$ cat src/hw/usb_ctl_cfg.svh
// register offsets, field positions, reset values and timing counts of the usb control block
`ifndef USB_CTL_CFG_SVH
`define USB_CTL_CFG_SVH
`define ADDR_USB_CONTROL      8'h00
`define ADDR_TOKEN_COMMAND    8'h04
`define ADDR_IRQ_STATUS       8'h08
`define ADDR_IRQ_ENABLE       8'h0C
`define ADDR_IRQ_CLEAR        8'h10
`define BIT_J_LEVEL           7
`define BIT_SE0               6
`define BIT_PKT_DIS           5
`define BIT_BUS_RESET         4
`define BIT_HOST_EN           3
`define BIT_RESUME            2
`define BIT_PP_RESET          1
`define BIT_MOD_EN            0
`define CTRL_RESET            8'h00
`define IRQ_SETUP             0
`define IRQ_TOKEN_DONE        1
`define IRQ_HOST_TOGGLE       2
`define IRQ_RESUME_END        3
`define IRQ_W                 4
`define LS_EOP_NS             1330
`define CLK_NS                40
`define LS_EOP_CYCLES         ((`LS_EOP_NS + `CLK_NS - 1) / `CLK_NS)
`define TOKEN_CYCLES          16
`endif

$ cat src/hw/usb_ctl_pkg.sv
// types shared by the usb control block
`default_nettype none
package usb_ctl_pkg;
  typedef enum logic [2:0] {
    LN_IDLE   = 3'b001,
    LN_RESUME = 3'b010,
    LN_EOP    = 3'b100
  } line_state_t;
  typedef enum logic [1:0] {
    TK_IDLE = 2'b01,
    TK_BUSY = 2'b10
  } token_state_t;
endpackage : usb_ctl_pkg
`default_nettype wire

$ cat src/hw/usb_control_register_logic.sv
// usb control register logic: control bits, live line flags, interrupts
// Notes on behaviour
// bit 7 reads high while a j state is on the lines.
// bit 6 reads high while both data lines are low.
// device role: bit 5 halts packets, set by hardware on setup token.
// host role: bit 5 reads high while a token executes.
// software waits for token idle before writing a new token.
// host role: bit 4 set drives bus reset signalling.
// bit 3 enables host capability.
// any change of host enable resets all host control logic; the code resets only the token engine and bit 5, not the line driver.
// bit 2 set drives resume; clear drives none.
// software holds resume 10 ms as function, 25 ms as host.
// host role: clearing resume appends a low speed end of packet.
// bits 31 to 8 ignore writes and read zero.
// bit 1 resets ping-pong pointers to even; bit 0 enables module or frames.
`default_nettype none
`include "usb_ctl_cfg.svh"
module usb_control_register_logic
  import usb_ctl_pkg::*;
#(
  parameter int TOKEN_CYCLES = `TOKEN_CYCLES,
  parameter int EOP_CYCLES   = `LS_EOP_CYCLES
) (
  input  wire logic        i_clk,
  input  wire logic        i_rst_n,
  input  wire logic [7:0]  i_addr,
  input  wire logic [31:0] i_wdata,
  input  wire logic        i_wr,
  input  wire logic        i_rd,
  output logic      [31:0] o_rdata,
  input  wire logic        i_dp,
  input  wire logic        i_dm,
  input  wire logic        i_low_speed,
  input  wire logic        i_setup_rx,
  output logic             o_dp,
  output logic             o_dm,
  output logic             o_oe,
  output logic             o_irq,
  output logic             o_module_enable,
  output logic             o_frame_start_enable,
  output logic             o_packet_processing_disable,
  output logic             o_pingpong_pointer_reset,
  output logic             o_host_role_enable
);
  logic [7:0]      ctrl;
  logic [7:0]      token_command;
  logic            live_j_level_flag;
  logic            live_se0;
  logic            host_prev;
  logic            host_clear;
  logic            token_start;
  logic            token_in_progress;
  logic            token_done;
  logic [7:0]      last_token;
  logic            eop_done;
  logic            line_dp;
  logic            line_dm;
  logic            line_oe;
  logic [`IRQ_W-1:0] irq_status;
  logic [`IRQ_W-1:0] irq_enable;
  logic [`IRQ_W-1:0] irq_event;
  logic [`IRQ_W-1:0] irq_clear;
  logic [31:0]     next_rdata;

  function automatic logic hit(input logic [7:0] a, input logic [7:0] off);
    return a == off;
  endfunction : hit

  wire logic host  = ctrl[`BIT_HOST_EN];
  wire logic wr_ctrl = i_wr && hit(i_addr, `ADDR_USB_CONTROL);

  // live flags; j is d+ high at full speed, d- high at low speed
  always_ff @(posedge i_clk or negedge i_rst_n) begin
    if (!i_rst_n) begin
      live_j_level_flag <= 1'b0;
      live_se0          <= 1'b0;
    end else begin
      live_j_level_flag <= i_low_speed ? (i_dm && !i_dp) : (i_dp && !i_dm);
      live_se0          <= !i_dp && !i_dm;
    end
  end

  // control register; only the low byte is stored
  always_ff @(posedge i_clk or negedge i_rst_n) begin
    if (!i_rst_n) begin
      ctrl <= `CTRL_RESET;
    end else begin
      if (wr_ctrl) begin
        ctrl[`BIT_BUS_RESET:`BIT_MOD_EN] <= i_wdata[`BIT_BUS_RESET:`BIT_MOD_EN];
        if (!host) begin
          ctrl[`BIT_PKT_DIS] <= i_wdata[`BIT_PKT_DIS];
        end
      end
      // host toggle clears; a setup in the same cycle still wins, as over software
      if (host_clear) begin
        ctrl[`BIT_PKT_DIS] <= 1'b0;
      end
      if (!host && i_setup_rx) begin
        ctrl[`BIT_PKT_DIS] <= 1'b1;
      end
    end
  end

  // host enable edge detector: either direction resets host logic
  always_ff @(posedge i_clk or negedge i_rst_n) begin
    if (!i_rst_n) begin
      host_prev <= 1'b0;
    end else begin
      host_prev <= host;
    end
  end
  assign host_clear = host ^ host_prev;

  // token command register; software must poll busy first
  always_ff @(posedge i_clk or negedge i_rst_n) begin
    if (!i_rst_n) begin
      token_command <= 8'h00;
      token_start   <= 1'b0;
    end else begin
      token_start <= 1'b0;
      if (i_wr && hit(i_addr, `ADDR_TOKEN_COMMAND) && host && !token_in_progress) begin
        token_command <= i_wdata[7:0];
        token_start   <= 1'b1;
      end
    end
  end

  usb_token_engine #(
    .TOKEN_CYCLES(TOKEN_CYCLES)
  ) u_token (
    .i_clk        (i_clk),
    .i_rst_n      (i_rst_n),
    .i_host_clear (host_clear || !host),
    .i_start      (token_start),
    .i_token      (token_command),
    .o_busy       (token_in_progress),
    .o_done       (token_done),
    .o_last_token (last_token)
  );

  usb_line_driver #(
    .EOP_CYCLES(EOP_CYCLES)
  ) u_line (
    .i_clk       (i_clk),
    .i_rst_n     (i_rst_n),
    .i_host      (host),
    .i_bus_reset (ctrl[`BIT_BUS_RESET]),
    .i_resume    (ctrl[`BIT_RESUME]),
    .o_dp        (line_dp),
    .o_dm        (line_dm),
    .o_oe        (line_oe),
    .o_eop_done  (eop_done)
  );

  // interrupt events
  always_comb begin
    irq_event = '0;
    irq_event[`IRQ_SETUP]       = !host && i_setup_rx;
    irq_event[`IRQ_TOKEN_DONE]  = token_done;
    irq_event[`IRQ_HOST_TOGGLE] = host_clear;
    irq_event[`IRQ_RESUME_END]  = eop_done;
    irq_clear = '0;
    if (i_wr && hit(i_addr, `ADDR_IRQ_CLEAR)) begin
      irq_clear = i_wdata[`IRQ_W-1:0];
    end
  end

  // sticky status, set wins over clear
  always_ff @(posedge i_clk or negedge i_rst_n) begin
    if (!i_rst_n) begin
      irq_status <= '0;
    end else begin
      irq_status <= (irq_status & ~irq_clear) | irq_event;
    end
  end

  always_ff @(posedge i_clk or negedge i_rst_n) begin
    if (!i_rst_n) begin
      irq_enable <= '0;
    end else if (i_wr && hit(i_addr, `ADDR_IRQ_ENABLE)) begin
      irq_enable <= i_wdata[`IRQ_W-1:0];
    end
  end

  // read mux; bit 5 shows token busy in host role
  always_comb begin
    next_rdata = 32'h0000_0000;
    if (hit(i_addr, `ADDR_USB_CONTROL)) begin
      next_rdata[7:0] = ctrl;
      next_rdata[`BIT_J_LEVEL] = live_j_level_flag;
      next_rdata[`BIT_SE0]     = live_se0;
      next_rdata[`BIT_PKT_DIS] = host ? token_in_progress : ctrl[`BIT_PKT_DIS];
    end else if (hit(i_addr, `ADDR_TOKEN_COMMAND)) begin
      next_rdata[7:0] = last_token;
    end else if (hit(i_addr, `ADDR_IRQ_STATUS)) begin
      next_rdata[`IRQ_W-1:0] = irq_status;
    end else if (hit(i_addr, `ADDR_IRQ_ENABLE)) begin
      next_rdata[`IRQ_W-1:0] = irq_enable;
    end
  end

  // read data valid only in the cycle after the strobe
  always_ff @(posedge i_clk or negedge i_rst_n) begin
    if (!i_rst_n) begin
      o_rdata <= 32'h0000_0000;
    end else begin
      o_rdata <= i_rd ? next_rdata : 32'h0000_0000;
    end
  end

  // registered outputs
  always_ff @(posedge i_clk or negedge i_rst_n) begin
    if (!i_rst_n) begin
      o_irq                       <= 1'b0;
      o_dp                        <= 1'b0;
      o_dm                        <= 1'b0;
      o_oe                        <= 1'b0;
      o_module_enable             <= 1'b0;
      o_frame_start_enable        <= 1'b0;
      o_packet_processing_disable <= 1'b0;
      o_pingpong_pointer_reset    <= 1'b0;
      o_host_role_enable          <= 1'b0;
    end else begin
      o_irq                       <= |(irq_status & irq_enable);
      o_dp                        <= line_dp;
      o_dm                        <= line_dm;
      o_oe                        <= line_oe;
      o_module_enable             <= !host && ctrl[`BIT_MOD_EN];
      o_frame_start_enable        <= host && ctrl[`BIT_MOD_EN];
      o_packet_processing_disable <= !host && ctrl[`BIT_PKT_DIS];
      o_pingpong_pointer_reset    <= ctrl[`BIT_PP_RESET];
      o_host_role_enable          <= host;
    end
  end
endmodule : usb_control_register_logic
`default_nettype wire

$ cat src/hw/usb_line_driver.sv
// line driver: bus reset, resume and low speed end of packet on d+/d-
`default_nettype none
`include "usb_ctl_cfg.svh"
module usb_line_driver
  import usb_ctl_pkg::*;
#(
  parameter int EOP_CYCLES = `LS_EOP_CYCLES
) (
  input  wire logic i_clk,
  input  wire logic i_rst_n,
  input  wire logic i_host,
  input  wire logic i_bus_reset,
  input  wire logic i_resume,
  output logic      o_dp,
  output logic      o_dm,
  output logic      o_oe,
  output logic      o_eop_done
);
  line_state_t      state;
  logic      [15:0] cnt;

  // resume, then in host role a low speed end of packet after the bit clears
  always_ff @(posedge i_clk or negedge i_rst_n) begin
    if (!i_rst_n) begin
      state      <= LN_IDLE;
      cnt        <= 16'h0000;
      o_eop_done <= 1'b0;
    end else begin
      o_eop_done <= 1'b0;
      case (state)
        LN_IDLE: begin
          if (i_resume) state <= LN_RESUME;
        end
        LN_RESUME: begin
          if (!i_resume) begin
            if (i_host) begin
              state <= LN_EOP;
              cnt   <= 16'h0000;
            end else begin
              state      <= LN_IDLE;
              o_eop_done <= 1'b1;
            end
          end
        end
        LN_EOP: begin
          cnt <= cnt + 16'h0001;
          if (cnt == 16'(EOP_CYCLES - 1)) begin
            state      <= LN_IDLE;
            o_eop_done <= 1'b1;
          end
        end
        default: state <= LN_IDLE;
      endcase
    end
  end

  // bus reset in host role drives se0; resume drives low speed k (d+ high, d- low); eop is se0
  always_ff @(posedge i_clk or negedge i_rst_n) begin
    if (!i_rst_n) begin
      o_dp <= 1'b0;
      o_dm <= 1'b0;
      o_oe <= 1'b0;
    end else if (i_host && i_bus_reset) begin
      o_dp <= 1'b0;
      o_dm <= 1'b0;
      o_oe <= 1'b1;
    end else if (state == LN_RESUME && i_resume) begin
      o_dp <= 1'b1;
      o_dm <= 1'b0;
      o_oe <= 1'b1;
    end else if (state == LN_EOP || (state == LN_RESUME && i_host)) begin
      o_dp <= 1'b0;
      o_dm <= 1'b0;
      o_oe <= 1'b1;
    end else begin
      o_dp <= 1'b0;
      o_dm <= 1'b0;
      o_oe <= 1'b0;
    end
  end
endmodule : usb_line_driver
`default_nettype wire

$ cat src/hw/usb_token_engine.sv
// host token executor: busy while a token runs for a fixed time
`default_nettype none
`include "usb_ctl_cfg.svh"
module usb_token_engine
  import usb_ctl_pkg::*;
#(
  parameter int TOKEN_CYCLES = `TOKEN_CYCLES
) (
  input  wire logic       i_clk,
  input  wire logic       i_rst_n,
  input  wire logic       i_host_clear,
  input  wire logic       i_start,
  input  wire logic [7:0] i_token,
  output logic            o_busy,
  output logic            o_done,
  output logic      [7:0] o_last_token
);
  token_state_t      state;
  logic       [15:0] cnt;

  // a clear from the host role toggle aborts any token in flight
  always_ff @(posedge i_clk or negedge i_rst_n) begin
    if (!i_rst_n) begin
      state        <= TK_IDLE;
      cnt          <= 16'h0000;
      o_done       <= 1'b0;
      o_last_token <= 8'h00;
    end else begin
      o_done <= 1'b0;
      if (i_host_clear) begin
        state        <= TK_IDLE;
        cnt          <= 16'h0000;
        o_last_token <= 8'h00;
      end else begin
        case (state)
          TK_IDLE: begin
            if (i_start) begin
              state        <= TK_BUSY;
              cnt          <= 16'h0000;
              o_last_token <= i_token;
            end
          end
          TK_BUSY: begin
            cnt <= cnt + 16'h0001;
            if (cnt == 16'(TOKEN_CYCLES - 1)) begin
              state  <= TK_IDLE;
              o_done <= 1'b1;
            end
          end
          default: state <= TK_IDLE;
        endcase
      end
    end
  end

  assign o_busy = (state == TK_BUSY);
endmodule : usb_token_engine
`default_nettype wire

$ cat config.mk
export PLATFORM = sky130hd
export DESIGN_NAME = usb_control_register_logic
export DESIGN_NICKNAME = d
export VERILOG_FILES = /design/src/hw/usb_ctl_pkg.sv /design/src/hw/usb_control_register_logic.sv /design/src/hw/usb_line_driver.sv /design/src/hw/usb_token_engine.sv
export VERILOG_INCLUDE_DIRS = /design/src /design/src/hw
export SDC_FILE = /design/constraint.sdc
export NUM_CORES = 1
export LEC_CHECK = 0
export BUFFER_PORTS_ARGS = -buffer_cell sky130_fd_sc_hd__buf_2
export CORE_ASPECT_RATIO = 0.9
export CORE_MARGIN = 4
export CORE_UTILIZATION = 60
export CTS_BUF_LIST = sky130_fd_sc_hd__clkbuf_8
export DETAILED_ROUTE_END_ITERATION = 8
export PLACE_DENSITY = 0.93
export REMOVE_ABC_BUFFERS = 1
export SLEW_MARGIN = 15
export SYNTH_ARGS = -nofsm -noshare
export SYNTH_HDL_FRONTEND = slang
export SYNTH_SLANG_ARGS = --single-unit
$ cat constraint.sdc
create_clock -name i_clk -period 5.2 [get_ports i_clk]
set_input_delay 0.78 -clock i_clk [delete_from_list [all_inputs] [get_ports i_clk]]
set_output_delay 0.78 -clock i_clk [all_outputs]
set_load 0.02 [all_outputs]
==> results of run 1 <==
==> per-layer routing <==
layer,part of all wire [%],routed length [µm],vias up,GRT usage [%]
met5,0,0,-,0
met4,4.4,436,0,12.8
met3,8.0,795,41,6.01
met2,50,4960,181,39.0
met1,37,3700,1675,28.1
li1,-,-,1523,-
==> critical path: stages (launching register included) <==
cell and delay [ns]:
dfrtp_1 0.63, ha_1 0.51, a21boi_1 0.37, nand4_1 0.31, or3_1 0.43, a21oi_1 0.14
==> worst max path at each step <==
stage | depth (start not counted) | end | start
finish | 5 | u_token.cnt[13] | ctrl[3]
global route | 5 | u_token.cnt[11] | ctrl[3]
CTS | 5 | u_token.cnt[13] | ctrl[3]
detailed placement | 5 | token_command[3] | i_addr[7]
global placement | 5 | token_command[3] | i_addr[7]
floorplan | 4 | token_command[1] | i_addr[7]
==> flip-flops by register name (all words and copies together) (netlist names), 2 cells and up <==
name and flops:
u_token.o_last_token 8, u_line.state 3, irq_enable 4, ctrl 6, irq_status 4, u_line.cnt 16, token_command 8, u_token.state 2
u_token.cnt 16, o_rdata 8
==> placed cells by master (no fill, tap or decap), drive strengths merged, types with 3 or more instances in the layout <==
cell	netlist	final
mux2	17	17
a211oi	3	3
nor2b	4	4
nor3	7	7
and2	6	6
a21o	5	5
clkbuf	12	10
and3	8	8
nand3	18	18
a21oi	17	17
nor2	20	20
buf	29	39
nor4	4	4
nand4	11	11
xnor2	7	7
dfrtp	88	88
inv	12	15
mux4	4	4
or3	7	7
nand2b	5	5
o31ai	6	6
o21ai	18	18
a2111oi	4	4
o211ai	3	3
a21boi	9	9
mux2i	5	5
ha	6	6
nand2	38	38
and4	4	4
conb	1	25
or4	6	6
a22oi	3	3
==> power by group <==
| part | internal [mW] | leakage (nW) | switching (mW) |
|---|---|---|---|
| logic | 0.0249 | 0.858 | 0.0566 |
| clock network | 0.197 | 0.0966 | 0.266 |
| registers | 0.711 | 1.23 | 0.0128 |
| total | 0.932 | 2.18 | 0.336 |
==> cell families (layout without fill, tap and decap cells) <==
group	count (synthesis)	count (layout)
other	1	25
XOR/XNOR	9	9
adder cells (fa/ha/maj)	6	6
AND/OR/NAND/NOR	150	150
AO/OA/AOI/OAI	80	80
multiplexers	26	26
flip-flops	90	90
buffers and inverters	53	67
==> cell type report <==
type | count | area (µm²)
Fill cell | 546 | 2350
Sequential cell | 90 | 2250
Multi-Input combinational cell | 296 | 1950
Timing Repair Buffer | 39 | 201
Clock buffer | 10 | 138
Tap cell | 93 | 116
Clock inverter | 6 | 58.8
Inverter | 12 | 45.0
==> results.tsv, run 1 <==
stage	metric	value	unit
synth	synth_compound_area_share	12.3	%
power	power.density	266	nW/µm²
synth	synth.area.top_cells	dfrtp_1, buf_4, mux2_2	
global_route	track_usage	23.3	%
critical_path	endpoint_kind	register	
critical_path	r2r_start	ctrl[3]	
clock_tree	clock-sinks	90	
placed_design	gp_congestion	0.891	
synth	synth-xor-area-share	1.79	%
critical_path	r2r_end	u_token.cnt[13]	
die	num_rows	29	
global_route	grt_overflow	0	
placed_design	placed_area	4560	µm²
timing	hold_viol	0	
power	p_leak	2.18	nW
placed_design	pre_cts_slack	2.58	ns
clock_tree	path_clk_slew	0.10	ns
placed_design	hpwl	6940	µm
route	ant_nets	0	
clock_tree	ctsHoldBuffers	0	
synth	synth_area_leader_cell	dfrtp_1	
min_path	min_to	o_oe	
route	wl	9900	µm
synth	synthMuxAreaShare	7.52	%
final_layout	post-route-cell-area	4760	µm²
min_path	whs_path_depth	0	
synth	synth_common_cells	dfrtp_1, nand2_1, buf_4	
power	p_total	1.27	mW
placed_design	port_buffers	39	
clock_tree	cts_buffer_depth	2	
clock_tree	root_buffer	clkbuf_8	
timing	worstMarginPinSlew	0.800	ns
synth	ys_warn_count	0	
final_layout	drive_above_1_share	17.0	%
timing	worst_hold_slack	0.359	ns
clock_tree	clk_latency	0.37	ns
timing	skew	0.0152	ns
final_layout	n_antenna_cell	0	
clock_tree	cts_max_level	3	
die	start_util	62.0	%
global_route	grt_pass1_vias	3355	
synth	seq_area_frac_synth	51.2	%
route	drc	0	
final_layout	layout-area-overhead-vs-synth	8.04	%
synth	yosys.area_share.adder	1.70	%
placed_design	dp_cells	530	
timing	max_slew_margin	46.7	%
flow_run	maxCapViolCount	0	
synth	async_reset_ff_share	100	%
critical_path	cp_max_fo	17	
critical_path	r2r_setup_slack	2.73	ns
timing	slew_violations	0	
timing	rsz0062_at_grt	false	
timing	setup_viol	0	
synth	synthSimpleGateAreaFrac	18.7	%
critical_path	cp.arrival	2.76	ns
synth	synth_most_common_cell	dfrtp_1	
synth	synthCells	415	
route	drt_iter0_drc	267	
min_path	hold_start	u_line.o_oe	
clock_tree	cts_resized	0	
timing	tns	0	ns
critical_path	path_class	register to register	
power	peakVddDrop	0.000130	V
global_route	antenna_found_initial	0	
clock_tree	postCtsSetupRepairBufs	0	
critical_path	cp-start-kind	register	
synth	synthFlopType	dfrtp_1	
outcome	status	complete, no violations	
route	wl_per_cell	18.1	µm
route	drt-pass1-iter-count	4	
critical_path	reg2reg_depth	5	
timing	fin_crit_sh	47.4	%
clock_tree	cts_made_buffers	9	
die	die_w	98.3	µm
synth	synth_edf_count	0	
synth	avgSynthCellArea	10.6	µm²
min_path	min_path_type	register to register	
die	core	7110	µm²
timing	setup_ws	2.73	ns
critical_path	crit_required	5.49	ns
timing	fin_crit	2.47	ns
synth	synth_area	4410	µm²
die	dieArea	8780	µm²
global_route	grt_pass1_wl	16000	µm
final_layout	finalNonFillerCells	546	
synth	synth.distinct_cells	61	
final_layout	nets	502	
clock_tree	cts_tree	done	
die	ios	89	
synth	synth_top_family_by_area	simple AND/OR/NAND/NOR gates	
synth	synth_top_area_share	50.0	%
global_route	grt_max_degree	91	
final_layout	fin_util	66.9	%
route	viasPerCell	6.26	
synth	synth-seq-cells	90	
timing	fmax	405	MHz
route	num_vias	3420	
die	die_y	89.3	µm
No activity file was read; power rests on OpenSTA's default activity.
==> run 2, diff against run 1 <==
- CORE_UTILIZATION: 60 -> 51
- PLACE_DENSITY: 0.93 -> 0.85
- clock period: 5.2 -> 2.18 ns (I/O delays scaled with it)
==> run 2 against run 1 <==
  * Critical path depth down 1
  * Largest power group unchanged
  * Sequential share of layout area fell by 2.1 points
  * Worst setup slack got worse by 2.6 ns
  * Combinational power is 150% higher
  * Via count decreased by 2.4%
  * Routed wire length shrank 5.7%
==> results.tsv, run 2 (synthesis results as in run 1) <==
stage	metric	value	unit	change
timing	worstMarginPinSlew	0.522	ns	-0.278 ns
power	peakVddDrop	0.000330	V	+150%
critical_path	endpoint_kind	register		
clock_tree	cts_tree	done		
final_layout	nets	516		+2.8%
critical_path	path_class	register to register		
route	wl_per_cell	16.0	µm	-12%
final_layout	finalNonFillerCells	582		+6.6%
die	num_rows	31		+6.9%
final_layout	drive_above_1_share	19.9	%	+2.9 points
critical_path	crit_required	2.46	ns	-3.03 ns
timing	slew_violations	0		unchanged
global_route	grt_overflow	0		unchanged
placed_design	placed_area	4700	µm²	+3.0%
timing	max_slew_margin	65.1	%	+18 points
clock_tree	root_buffer	clkbuf_8		
final_layout	ff_latch_area	2250	µm²	unchanged
final_layout	top_regs	u_line.cnt x16, u_token.cnt x16		
route	drc	0		unchanged
die	start_util	53.6	%	-8.4 points
global_route	grt_pass1_vias	3319		-1.1%
critical_path	cp.arrival	2.36	ns	-0.40 ns
final_layout	fillers	653		+20%
timing	fin_crit_sh	95.1	%	+48 points
placed_design	gp_congestion	0.828		-7.0%
route	drt_iter0_drc	157		-41%
final_layout	post-route-cell-area	4980	µm²	+4.7%
clock_tree	path_clk_slew	0.10	ns	about the same
die	core	8220	µm²	+16%
final_layout	layout-area-overhead-vs-synth	13.1	%	
power	p_leak	2.28	nW	+4.5%
timing	skew	0.0161	ns	+0.000898 ns
timing	fin_crit	2.07	ns	-0.394 ns
clock_tree	clk_latency	0.36	ns	about the same
die	die_w	106	µm	+7.8%
global_route	antenna_found_initial	0		unchanged
clock_tree	clock-sinks	90		unchanged
die	die_y	96.2	µm	+7.7%
placed_design	dp_cells	565		+6.6%
global_route	grt_max_degree	45		-51%
outcome	status	complete, no violations		
timing	setup_viol	0		unchanged
placed_design	port_buffers	39		unchanged
die	ios	89		unchanged
final_layout	final_common_cell	dfrtp_1		
timing	worst_hold_slack	0.149	ns	-0.210 ns
timing	hold_viol	0		unchanged
power	power.density	670	nW/µm²	+150%
final_layout	final_cell_mix	dfrtp_1, nand2_1, buf_2, conb_1, nor2_1		
placed_design	hpwl	6630	µm	-4.4%
clock_tree	cts_made_buffers	9		unchanged
final_layout	multi_input_area	1970	µm²	+0.96%
route	ant_nets	0		unchanged
min_path	min_path_type	primary input to register		
global_route	grt_pass1_wl	15700	µm	-1.9%
clock_tree	cts_buffer_depth	2		unchanged
flow_run	maxCapViolCount	0		unchanged
die	dieArea	10200	µm²	+16%
critical_path	cp_max_fo	13		-4
route	viasPerCell	5.74		-8.4%
clock_tree	cts_max_level	3		unchanged
timing	fmax	482	MHz	+19%
global_route	track_usage	19.4	%	-3.9 points
route	drt-pass1-iter-count	5		+1
route	num_vias	3338		-2.4%
timing	tns	0	ns	unchanged
route	wl	9330	µm	-5.7%
final_layout	fin_util	60.6	%	-6.3 points
final_layout	n_antenna_cell	0		unchanged
critical_path	cp-start-kind	register		
## run 2: report_power, final
group	switching (mW)	internal [mW]
Clock	0.609	0.809
Sequential	0.0237	1.70
Combinational	0.133	0.0681
Total	0.765	2.57
## run 2: worst max-delay path, stage by stage (launching register included)
cell and delay, ns:
dfrtp_1 0.63, nand4bb_4 0.15, a211o_1 0.48, or4_1 0.55, a21oi_1 0.19
## run 2: routing by layer
layer | wire length [µm] | vias to the layer above | GRT usage, %
met2 | 4750 | 117 | 33.5
li1 | - | 1557 | -
met4 | 150 | 0 | 5.83
met3 | 627 | 14 | 5.57
met1 | 3800 | 1650 | 23.8
met5 | 0 | - | 0
## run 2: final cells by class
| class | instances | area share (%) |
|---|---|---|
| Sequential cell | 90 | 45.2 |
| Multi-Input combinational cell | 296 | 39.4 |
| Timing Repair Buffer | 53 | 6.38 |
| Tap cell | 115 | 2.89 |
| Clock buffer | 10 | 2.76 |
| Clock inverter | 6 | 2.39 |
| Inverter | 12 | 0.904 |
## run 2: final timing paths
| check | from | endpoint | slack, ns | cells past startpoint |
|---|---|---|---|---|
| hold reg to reg | u_line.o_oe | o_oe | 0.36 | 0 |
| setup / recovery | ctrl[3] | u_line.cnt[15] | 0.11 | 4 |
| max in group asynchronous | i_rst_n | u_line.state[0] | 1.13 | 3 |
| min in group asynchronous | i_rst_n | u_token.cnt[13] | 0.44 | 2 |
| setup reg to reg | ctrl[3] | u_line.cnt[15] | 0.11 | 4 |
| hold / removal | i_dp | live_se0 | 0.15 | 2 |
## run 2: through the flow
step           worst slack (ns)  total power [mW]
6_report                  0.107              3.34
5_1_grt                 -0.0126              3.48
4_1_cts                  0.0705              3.36
3_5_place_dp             0.0468              1.95
3_3_place_gp              0.131              1.95
2_1_floorplan             0.217              1.85
## run 2: timing repair
| action | 4_1_cts | 5_1_grt |
|---|---|---|
| endpoints found under the hold margin | 27 | 0 |
| pin swaps | 1 | 7 |
| endpoints found under the setup margin | 4 | 8 |
| setup buffers | 0 | 0 |
| gates resized for setup | 1 | 3 |
| hold buffers | 1 | 0 |
==> run 3, diff against run 2 <==
--- a/config.mk
+++ b/config.mk
@@ -8,5 +8,5 @@
 export LEC_CHECK = 0
 export BUFFER_PORTS_ARGS = -buffer_cell sky130_fd_sc_hd__buf_2
-export CORE_ASPECT_RATIO = 0.9
+export CORE_ASPECT_RATIO = 2
 export CORE_MARGIN = 4
 export CORE_UTILIZATION = 51
==> constraint.sdc (replaced) <==
create_clock -name i_clk -period 2.18 [get_ports i_clk]
set_input_delay 0.436 -clock i_clk [delete_from_list [all_inputs] [get_ports i_clk]]
set_output_delay 0.436 -clock i_clk [all_outputs]
set_load 0.02 [all_outputs]
==> run 3 against run 2 <==
  * Design area decreased by 0.38%
  * Sequential share of layout area increased by 0.20 points
  * First-iteration DRC count decreased by 15%
  * Global-route usage increased by 0.48 points
  * Sequential power about the same
  * Critical path type unchanged
  * Critical endpoint is now u_token.cnt[11]
  * Largest cell class unchanged
  * Highest routed layer unchanged
==> results.tsv, run 3 (synthesis results as in run 1) <==
stage	metric	value	unit	change
outcome	status	complete, no violations		
global_route	track_usage	19.8	%	+0.48 points
final_layout	final_common_cell	dfrtp_1		
die	core	8350	µm²	+1.6%
final_layout	layout-area-overhead-vs-synth	12.7	%	
power	power.density	641	nW/µm²	-4.3%
clock_tree	path_clk_slew	0.08	ns	-0.02 ns
critical_path	endpoint_kind	register		
placed_design	gp_congestion	0.908		+9.7%
final_layout	top_regs	u_line.cnt x16, u_token.cnt x16		
final_layout	drive_above_1_share	20.7	%	+0.80 points
timing	max_slew_margin	63.3	%	-1.8 points
timing	tns	0	ns	unchanged
final_layout	nets	522		+1.2%
timing	fin_crit	2.01	ns	-0.0618 ns
final_layout	n_antenna_cell	0		unchanged
die	num_rows	47		+52%
global_route	grt_max_degree	49		+8.9%
timing	rsz0062_at_grt	false		
die	start_util	52.8	%	-0.82 points
timing	fin_crit_sh	92.2	%	-2.8 points
timing	hold_viol	0		unchanged
placed_design	hpwl	7500	µm	+13%
die	die_w	73.7	µm	-30%
flow_run	maxCapViolCount	0		unchanged
route	num_vias	3370		+0.96%
die	ios	89		unchanged
placed_design	pre_cts_slack	0.0646	ns	+0.0178 ns
global_route	grt_pass1_vias	3434		+3.5%
critical_path	crit_path_top_delay_cell	dfstp_2		
timing	worstMarginPinSlew	0.536	ns	+0.0143 ns
critical_path	cpPeakStageDelay	0.55	ns	-0.08 ns
route	drt_iter0_drc	134		-15%
global_route	grt_overflow	0		unchanged
route	wl_per_cell	17.0	µm	+6.3%
route	viasPerCell	5.90		+2.9%
route	drt-pass1-iter-count	4		-1
final_layout	final_cell_mix	dfrtp_1, nand2_1, buf_2, conb_1, nor2_1		
clock_tree	cts_max_level	3		unchanged
timing	setup_ws	0.169	ns	+0.0618 ns
route	drc	0		unchanged
critical_path	cp-start-kind	register		
power	p_leak	2.30	nW	+0.78%
route	wl	9730	µm	+4.3%
clock_tree	cts_made_buffers	9		unchanged
clock_tree	cts_buffer_depth	2		unchanged
global_route	antenna_found_initial	0		unchanged
timing	worst_hold_slack	0.239	ns	+0.0900 ns
power	peakVddDrop	0.000453	V	+37%
clock_tree	cts_tree	done		
critical_path	path_class	register to register		
placed_design	placed_area	4720	µm²	+0.51%
clock_tree	clock-sinks	90		unchanged
critical_path	cp.arrival	2.30	ns	-0.06 ns
min_path	min_path_type	primary input to register		
critical_path	crit_required	2.47	ns	about the same
timing	slew_violations	0		unchanged
final_layout	post-route-cell-area	4960	µm²	-0.38%
global_route	grt_pass1_wl	15800	µm	+0.66%
global_route	grtUsageMet1	20.2	%	-3.6 points
global_route	use_met2	36.3	%	+2.7 points
timing	fmax	497	MHz	+3.1%
clock_tree	root_buffer	clkbuf_8		
global_route	use_met3	3.39	%	-2.2 points
die	dieArea	10300	µm²	+0.87%
global_route	grt-busiest-layer	met2		
timing	setup_viol	0		unchanged
critical_path	crit_chain	inv_1, ha_1, a21boi_2, nand4_1, or3_1, a21oi_1		
route	ant_nets	0		unchanged
placed_design	port_buffers	39		unchanged
critical_path	cp_max_fo	5		-8
clock_tree	clk_latency	0.36	ns	about the same
timing	skew	0.0111	ns	-0.00501 ns
die	die_y	139	µm	+45%
-- run 3: worst paths after layout --
path / start / end / slack, ns / cells after the start
max in group asynchronous: i_rst_n / u_token.state[0] / 1.03 / 3
min in group asynchronous: i_rst_n / u_line.cnt[11] / 0.51 / 2
worst max-delay path: u_token.state[0] / u_token.cnt[11] / 0.17 / 6
worst min-delay path: i_dp / live_se0 / 0.24 / 2
worst max register to register: u_token.state[0] / u_token.cnt[11] / 0.17 / 6
worst min register to register: u_line.o_oe / o_oe / 0.35 / 0
-- run 3: repair_timing --
action / 4_1_cts / 5_1_grt
resized for setup: 0 / 2
hold endpoints to repair: 22 / 0
setup buffers: 0 / 0
hold buffers: 1 / 0
endpoints found under the setup margin: 0 / 6
-- run 3: through the flow --
stage	total power, mW	std cells	util [%]
2_1_floorplan	1.85	398	-
3_3_place_gp	1.95	554	56.5
3_5_place_dp	1.95	554	56.5
4_1_cts	3.22	571	59.4
5_1_grt	3.29	571	59.5
6_report	3.18	571	59.5
-- run 3: per-layer routing --
layer / wire length (µm) / share of wire (%)
met2: 5570 / 57
met4: 448 / 4.6
met1: 3370 / 35
met3: 336 / 3.5
met5: 0 / 0
-- run 3: cell type report --
cell class                 instances  area [µm²]
clock buffer                      10         138
clock inverter                     6        90.1
fill                             723        3390
inverter                          12        45.0
multi-input combinational        296        1950
sequential                        90        2260
tap                               98         123
timing repair buffer              59         363
-- run 3: critical path: cells and delay by family, from the launching register on --
family                     cells  cell delay, ns
and+or+nand+nor                2            0.66
DFF                            1            0.55
AOI/OAI and AO/OA              2            0.36
adders and majority gates      1            0.32
buffers and inverters          1            0.05
-- run 3: where the power goes --
group,internal (mW),leakage [nW],switching (mW)
clock network,0.678,0.112,0.583
logic,0.0691,0.959,0.132
registers,1.70,1.23,0.0256
total,2.44,2.30,0.740
